<file path="src/hdl/uqm_pkg.sv">
// Package holding register map, field layout and carrier types of the forwarding bank.
package uqm_pkg;
  localparam logic [7:0] UQM_ADDR_TAG_HI  = 8'h81;
  localparam logic [7:0] UQM_ADDR_SPLIT   = 8'h82;
  localparam logic [7:0] UQM_ADDR_UCAST   = 8'h83;
  localparam logic [7:0] UQM_ADDR_MCAST   = 8'h84;
  localparam int         UQM_TAG4_LSB     = 0;
  localparam int         UQM_SPLIT_LSB    = 6;
  localparam int         UQM_RSV_LSB      = 2;
  localparam int         UQM_EN_BIT       = 5;
  localparam int         UQM_MAP_LSB      = 0;
  localparam logic [1:0] UQM_TAG4_RST     = 2'h2;
  localparam logic [1:0] UQM_SPLIT_RST    = 2'h2;
  localparam logic [1:0] UQM_RSV_VAL      = 2'h1;
  localparam logic [4:0] UQM_MAP_RST      = 5'h00;
  localparam logic       UQM_EN_RST       = 1'h0;
  localparam logic [2:0] UQM_TAG_FOUR     = 3'h4;
  localparam logic [1:0] UQM_PRIO_LOW     = 2'h0;
  localparam logic [1:0] UQM_PRIO_HIGH    = 2'h3;

  typedef struct packed {
    logic       wr;
    logic       rd;
    logic [7:0] addr;
    logic [7:0] wdata;
  } uqm_reg_req_t;

  typedef struct packed {
    logic       valid;
    logic [2:0] tag;
    logic [1:0] prio_other;
    logic       two_queue;
    logic       ucast;
    logic       mcast;
  } uqm_frame_t;

  typedef struct packed {
    logic       valid;
    logic [1:0] prio;
    logic [1:0] queue;
    logic       apply;
    logic       drop;
    logic [3:0] ports;
  } uqm_decision_t;
endpackage

</file>
<file path="src/hdl/uqm_regs.sv">
// Forwarding and two-queue configuration registers with their per-frame decision logic.
`timescale 1ns/1ps

module uqm_regs (
  // Clock and reset.
  input  wire logic                  clk_sys_i,
  input  wire logic                  rst_i,
  // Management register port.
  input  wire uqm_pkg::uqm_reg_req_t reg_req_i,
  output logic                       rd_valid_o,
  output logic [7:0]                 rd_data_o,
  // Frame classification.
  input  wire uqm_pkg::uqm_frame_t   frame_i,
  output uqm_pkg::uqm_decision_t     decision_o
);
  import uqm_pkg::*;

  logic [1:0] tag4_reg;
  logic [1:0] split_reg;
  logic       uc_en_reg;
  logic [4:0] uc_map_reg;
  logic       mc_en_reg;
  logic [4:0] mc_map_reg;
  logic [7:0] rd_next;
  logic [1:0] prio_next;
  logic [1:0] queue_next;
  logic       apply_next;
  logic       drop_next;
  logic [3:0] ports_next;
  logic       en_sel;
  logic [4:0] map_sel;

  // Register writes.
  always_ff @(posedge clk_sys_i) begin
    if (rst_i) begin
      tag4_reg  <= UQM_TAG4_RST;
    end else if (reg_req_i.wr && reg_req_i.addr == UQM_ADDR_TAG_HI) begin
      tag4_reg  <= reg_req_i.wdata[UQM_TAG4_LSB +: 2];
    end
  end

  always_ff @(posedge clk_sys_i) begin
    if (rst_i) begin
      split_reg <= UQM_SPLIT_RST;
    end else if (reg_req_i.wr && reg_req_i.addr == UQM_ADDR_SPLIT) begin
      split_reg <= reg_req_i.wdata[UQM_SPLIT_LSB +: 2];
    end
  end

  always_ff @(posedge clk_sys_i) begin
    if (rst_i) begin
      uc_en_reg  <= UQM_EN_RST;
      uc_map_reg <= UQM_MAP_RST;
    end else if (reg_req_i.wr && reg_req_i.addr == UQM_ADDR_UCAST) begin
      uc_en_reg  <= reg_req_i.wdata[UQM_EN_BIT];
      uc_map_reg <= reg_req_i.wdata[UQM_MAP_LSB +: 5];
    end
  end

  always_ff @(posedge clk_sys_i) begin
    if (rst_i) begin
      mc_en_reg  <= UQM_EN_RST;
      mc_map_reg <= UQM_MAP_RST;
    end else if (reg_req_i.wr && reg_req_i.addr == UQM_ADDR_MCAST) begin
      mc_en_reg  <= reg_req_i.wdata[UQM_EN_BIT];
      mc_map_reg <= reg_req_i.wdata[UQM_MAP_LSB +: 5];
    end
  end

  // Read multiplexer; unmapped addresses and unused bits read as zero, except the split register's reserved field, which reads 01.
  always_comb begin
    rd_next = 8'h00;
    case (reg_req_i.addr)
      UQM_ADDR_TAG_HI: rd_next[UQM_TAG4_LSB +: 2] = tag4_reg;
      UQM_ADDR_SPLIT: begin
        rd_next[UQM_SPLIT_LSB +: 2] = split_reg;
        rd_next[UQM_RSV_LSB +: 2]   = UQM_RSV_VAL;
      end
      UQM_ADDR_UCAST: begin
        rd_next[UQM_EN_BIT]         = uc_en_reg;
        rd_next[UQM_MAP_LSB +: 5]   = uc_map_reg;
      end
      UQM_ADDR_MCAST: begin
        rd_next[UQM_EN_BIT]         = mc_en_reg;
        rd_next[UQM_MAP_LSB +: 5]   = mc_map_reg;
      end
      default: rd_next = 8'h00;
    endcase
  end

  always_ff @(posedge clk_sys_i) begin
    if (rst_i) begin
      rd_valid_o <= 1'b0;
      rd_data_o  <= 8'h00;
    end else begin
      rd_valid_o <= reg_req_i.rd;
      rd_data_o  <= reg_req_i.rd ? rd_next : 8'h00;
    end
  end

  // Priority and queue selection.
  always_comb begin
    prio_next = (frame_i.tag == UQM_TAG_FOUR) ? tag4_reg : frame_i.prio_other;
    if (!frame_i.two_queue) begin
      queue_next = prio_next;
    end else begin
      case (prio_next)
        UQM_PRIO_LOW:  queue_next = 2'h0;
        UQM_PRIO_HIGH: queue_next = 2'h1;
        2'h1:          queue_next = {1'b0, split_reg[0]};
        2'h2:          queue_next = {1'b0, split_reg[1]};
        default:       queue_next = 2'h0;
      endcase
    end
  end

  // Unknown destination forwarding.
  always_comb begin
    en_sel  = frame_i.ucast ? uc_en_reg  : mc_en_reg;
    map_sel = frame_i.ucast ? uc_map_reg : mc_map_reg;
    apply_next = (frame_i.ucast || frame_i.mcast) && en_sel;
    ports_next = apply_next ? map_sel[4:1] : 4'h0;
    drop_next  = apply_next && (map_sel[4:1] == 4'h0);
  end

  always_ff @(posedge clk_sys_i) begin
    if (rst_i) begin
      decision_o <= '0;
    end else begin
      decision_o.valid <= frame_i.valid;
      decision_o.prio  <= prio_next;
      decision_o.queue <= queue_next;
      decision_o.apply <= frame_i.valid && apply_next;
      decision_o.drop  <= frame_i.valid && drop_next;
      decision_o.ports <= frame_i.valid ? ports_next : 4'h0;
    end
  end
endmodule // uqm_regs

</file>
<file path="config.mk">
export PLATFORM = sky130hd
export DESIGN_NAME = uqm_regs
export DESIGN_NICKNAME = d
export VERILOG_FILES = /design/src/hdl/uqm_pkg.sv /design/src/hdl/uqm_regs.sv
export SDC_FILE = /design/constraint.sdc
export NUM_CORES = 1
export LEC_CHECK = 0
export BUFFER_PORTS_ARGS = -buffer_cell sky130_fd_sc_hd__buf_2
export CORE_MARGIN = 5
export CORE_UTILIZATION = 53
export DETAILED_ROUTE_END_ITERATION = 8
export PLACE_DENSITY = 0.83
export SYNTH_ARGS = -nofsm -noshare
export SYNTH_HDL_FRONTEND = slang
export SYNTH_SLANG_ARGS = --single-unit
</file>
<file path="constraint.sdc">
create_clock -name clk_sys_i -period 2.2 [get_ports clk_sys_i]
set_input_delay 0 -clock clk_sys_i [delete_from_list [all_inputs] [get_ports clk_sys_i]]
set_output_delay 0 -clock clk_sys_i [all_outputs]
set_load 0.03 [all_outputs]
</file>
## Word-level counts from Yosys, hierarchy flattened

Cells that the tools add are included.

- Register bits after elaboration: 36
- Input port bits: 29

- Reduce and logical (&&, ||, !) cells: 14
- Eq/ne operators: 8
- Bitwise operators: 4
- Mux-type cells: 8

Operator list:

| kind | count |
|---|---|
| == test 8 bit (second input constant) | 4 |
| case mux 2 bit (3 select lines) | 2 |
| logical AND 1 bit | 8 |
| case mux 2 bit (4 select lines) | 1 |
| OR reduction 3 bit | 2 |
| 2-to-1 mux 5 bit | 1 |
| == test 2 bit (second input constant) | 2 |
| logical NOT 4 bit | 1 |
| 2-to-1 mux 2 bit | 2 |
| NOT 1 bit | 4 |
| case mux 2 bit (2 select lines) | 1 |
| == test 3 bit (second input constant) | 1 |
| == test 2 x 1 -> 1 bit (second input constant) | 1 |
| logical NOT 2 bit | 1 |
| OR reduction 2 bit | 1 |
| logical OR 1 bit | 1 |
| 2-to-1 mux 1 bit | 1 |

## Depth between registers and ports, before layout

- Depth after elaboration: 5
- Depth in mapped cells: 5

## Worst setup path after synthesis

OpenSTA, ideal clock, no wires.

- Path type: register -> register
- Start: reg tag4_reg[1]
- End: reg decision_o[6] in the netlist's numbering
- Buffers on the path: 0
- Data arrival time: 918 ps
- Cell stages (with the launch flop): 4
- Slack: 1145 ps
- Library setup time: 137 ps
- Cell sequence: dfxtp_1 and4bb_2 a2111oi_2 a2111oi_0

- Longest elaborated chain between the ends: 4
- Elaborated cells between the ends (all ways): 7

Ends and longest elaborated chain:

| element | RTL line | text |
|---|---|---|
| start: declaration | uqm_regs.sv:18 | `logic [1:0] tag4_reg;` |
| start signal: assignment | uqm_regs.sv:38 | `tag4_reg <= reg_req_i.wdata[UQM_TAG4_LSB +: 2];` |
| 2-to-1 mux 2 bit (*) | uqm_regs.sv:103 | `prio_next = (frame_i.tag == UQM_TAG_FOUR) ? tag4_reg : frame_i.prio_other;` |
| == test 2 bit (tied with other cells) | uqm_regs.sv:107 | `case (prio_next)` |
| case mux 2 bit (4 select lines) (*) | uqm_regs.sv:107 |  |
| 2-to-1 mux 2 bit (*) | uqm_regs.sv:104 | `if (!frame_i.two_queue) begin` |
| end: declaration | uqm_regs.sv:14 | `output uqm_pkg::uqm_decision_t decision_o` |

Mark *: on every way between the ends. The rest lies on a longest branch, timed or not. The select of a mux whose other input is x is not followed.
A chain may end at the register's enable or synchronous reset.

## Worst setup path in the final report

- Start: reg tag4_reg[1]
- End: reg decision_o[7] in the netlist's numbering

- Longest elaborated chain between the ends: 2

Ends and longest elaborated chain:

| element | RTL line |
|---|---|
| 2-to-1 mux 2 bit | uqm_regs.sv:103 |
| 2-to-1 mux 2 bit | uqm_regs.sv:104 |

Every way passes these cells.

==> out/results.ini <==
[status]
status = finished clean

[cells_and_area]
fin_cells = 244
regMostFlops = decision_o
nFillCells = 200
antenna_cells = 0
largest_reg_flops = 11
area.growth.synth_to_final_pct = 29.7
multi_input_area_um2 = 731
layout-drive-gt1-share_pct = 31.5
final_util_pct = 71.6
reg.largest.list = decision_o (11), rd_data_o (8)
nNetsFinal = 244
fin_area_um2 = 1960
regArea_um2 = 721

[yosys]
syn_avg_cell_area_um2 = 10.1
async_reset_ff_share_pct = 0
syn_nets = 178
synth-edff-count = 0
synth.top_cells.by_area = dfxtp_1, mux2i_1, nand2_1
synthCells = 149
synth_top_area_cell = dfxtp_1
synth_top_flop_cell = dfxtp_1
yosysSeqAreaShare_pct = 47.8
yosysWarnings = 0
ys_types = 38
syn_area_um2 = 1510
yosysTopAreaCellShare_pct = 47.8
ys_seq_elements = 36

[routing]
drc = 0
vias = 1347
drt_iter0_markers = 76
wl_mm = 3.68
drtPass1Iterations = 4
ant_nets = 0
wire_per_inst_um = 15.1
viasPerCell = 5.52

[worst_hold_path]
hold_start = rst_i
worstHoldPathType = in2reg

[sta]
fin_setup_tns_ns = 0
max_freq_mhz = 652
final-hold-violation-count = 0
worst_pin_slew_ns = 0.543
fin_crit_sh_pct = 69.7
rsz0062_at_grt = no
period_needed_ns = 1.53
fin_worst_skew_ns = 0.00945
max_slew_margin_pct = 63.8
drv_slew = 0
setup_viol = 0

[worst_setup_path]
reg2reg_to = decision_o[7]$_SDFF_PP0_
required_ns = 2.43
startpoint_type = flip-flop
worstRegToRegCells = 4
crit_arrival_ns = 1.76
cp-end-kind = flip-flop
rrSetupSlack_ns = 0.67
cp_max_fo = 3
r2r-start = tag4_reg[1]$_SDFFE_PP1P_
endpoint = decision_o[7]$_SDFF_PP0_
critPathKind = reg2reg
crit_start = tag4_reg[1]$_SDFFE_PP1P_

[die]
core_area_um2 = 2730
dieHeight_um = 63.4
die_area_um2 = 4010
die_w_um = 63.4
row_count = 19
io-pin-count = 49
initial_core_util_pct = 55.2

[cts]
cts_made_buffers = 5
cts_num_sinks = 36
cts_tree = done
cts_setup_buffers = 0
clock_path_buffers = 2
clk_latency_ns = 0.33
clk_pin_slew_worst_paths_ns = 0.10
cts_root_buf = clkbuf_4
htreeDepth = 2

[placement]
place_hpwl_mm = 2.69
dp_cells = 222
dpl_cell_area_um2 = 1750
port_buffers = 48
gp_congestion = 0.868

[global_route]
grt_overflow = 0
antenna_found_initial = 0
first_global_vias = 1306
grt_pass1_wl_mm = 6.04
grt_max_degree = 21
grt.total_usage_pct = 18.7
use_met3_pct = 6.22
grt-busiest-layer = met2
met1_usage_pct = 21.3
grtUsageMet2_pct = 32.9

[flow_run]
max_cap_viol_count = 0

[pwr]
total_power_mw = 1.09
ir_worst_vdd_v = 0.000596
power_leakage_nw = 0.888
power_per_cell_area_nw_per_um2 = 556

[critical path, stage by stage, from the launching register on]
cell and delay, ns:
dfxtp_1 0.34, and4bb_2 0.25, a21oi_1 0.22, nor3_1 0.07, dlygate4sd3_1 0.56
[cell usage in the layout (no fill, tap or decap), types with 2 or more instances in the layout]
cell           instances
buf_2                 48
dfxtp_1               36
mux2i_1               19
nand2_1               19
dlygate4sd3_1         17
nor2_1                15
inv_1                  5
a22oi_1                5
clkbuf_4               5
a21oi_1                4
nor2b_1                3
nor3_1                 3
and4bb_2               3
or3b_4                 2
nor3b_1                2
o21ai_1                2
nor4_1                 2
nand3b_1               2
mux2_2                 2
[worst min path at each step]
stage | to | slack, ns | depth (start not counted)
floorplan | decision_o[7]$_SDFF_PP0_ | 0.08 | 1
finish | decision_o[10]$_SDFF_PP0_ | 0.02 | 2
global route | decision_o[6]$_SDFF_PP0_ | 0.005 | 2
CTS | rd_valid_o$_SDFF_PP0_ | 0.01 | 2
global placement | decision_o[7]$_SDFF_PP0_ | 0.20 | 2
detailed placement | decision_o[7]$_SDFF_PP0_ | 0.20 | 2
[what timing repair did]
item | 4_1_cts | 5_1_grt
hold endpoints to repair | 21 | 0
hold buffers | 17 | 0
gates resized for setup | 0 | 0
[layer usage]
layer  vias to the layer above  wire, um
met3                         4       278
met4                         0        38
li1                        659         -
met1                       634      1430
met2                        50      1940
met5                         -         0
[metrics by stage]
stage | setup slack [ns] | hold WS, ns
after floorplan | 1.14 | 0.0793
after global placement | 1.04 | 0.203
after detailed placement | 1.02 | 0.204
after CTS | 0.666 | 0.0112
after global routing | 0.594 | 0.00493
final | 0.666 | 0.0205
[power breakdown]
| group | switching (mW) | leakage [nW] | internal [mW] |
|---|---|---|---|
| Clock | 0.188 | 0.0230 | 0.107 |
| Sequential | 0.00178 | 0.291 | 0.658 |
| Combinational | 0.0682 | 0.573 | 0.0644 |
[cell usage after synthesis (all sizes together) (2+ instances only)]
cell and count:
a2111oi 2, nand3 2, nand3b 2, nor4 3, nor2 15, mux2i 19, o21ai 2, mux2 2
and3b 2, and4bb 3, nor2b 3, nor3b 3, nand2 19, a22oi 5, a21oi 4, dfxtp 36
nor3 3, inv 5, clkbuf 3, buf 3, or3b 2
[layout make-up]
type / count / share of cell area, %
Multi-Input combinational cell: 102 / 37.3
Sequential cell: 36 / 36.8
Timing Repair Buffer: 65 / 21.0
Tap cell: 31 / 1.98
Clock buffer: 5 / 1.92
Inverter: 5 / 0.959
[logic make-up (layout without fill, tap and decap cells)]
group                  count (synthesis)  in the layout  share of synthesized area, %
DFF                                   36             36                          47.8
muxes                                 21             21                          14.1
and+or+nand+nor                       64             64                          26.3
buffers and inverters                 11             75                          3.81
AOI/OAI and AO/OA                     17             17                          8.04
Note: power is estimated with default switching activity, not from simulation.
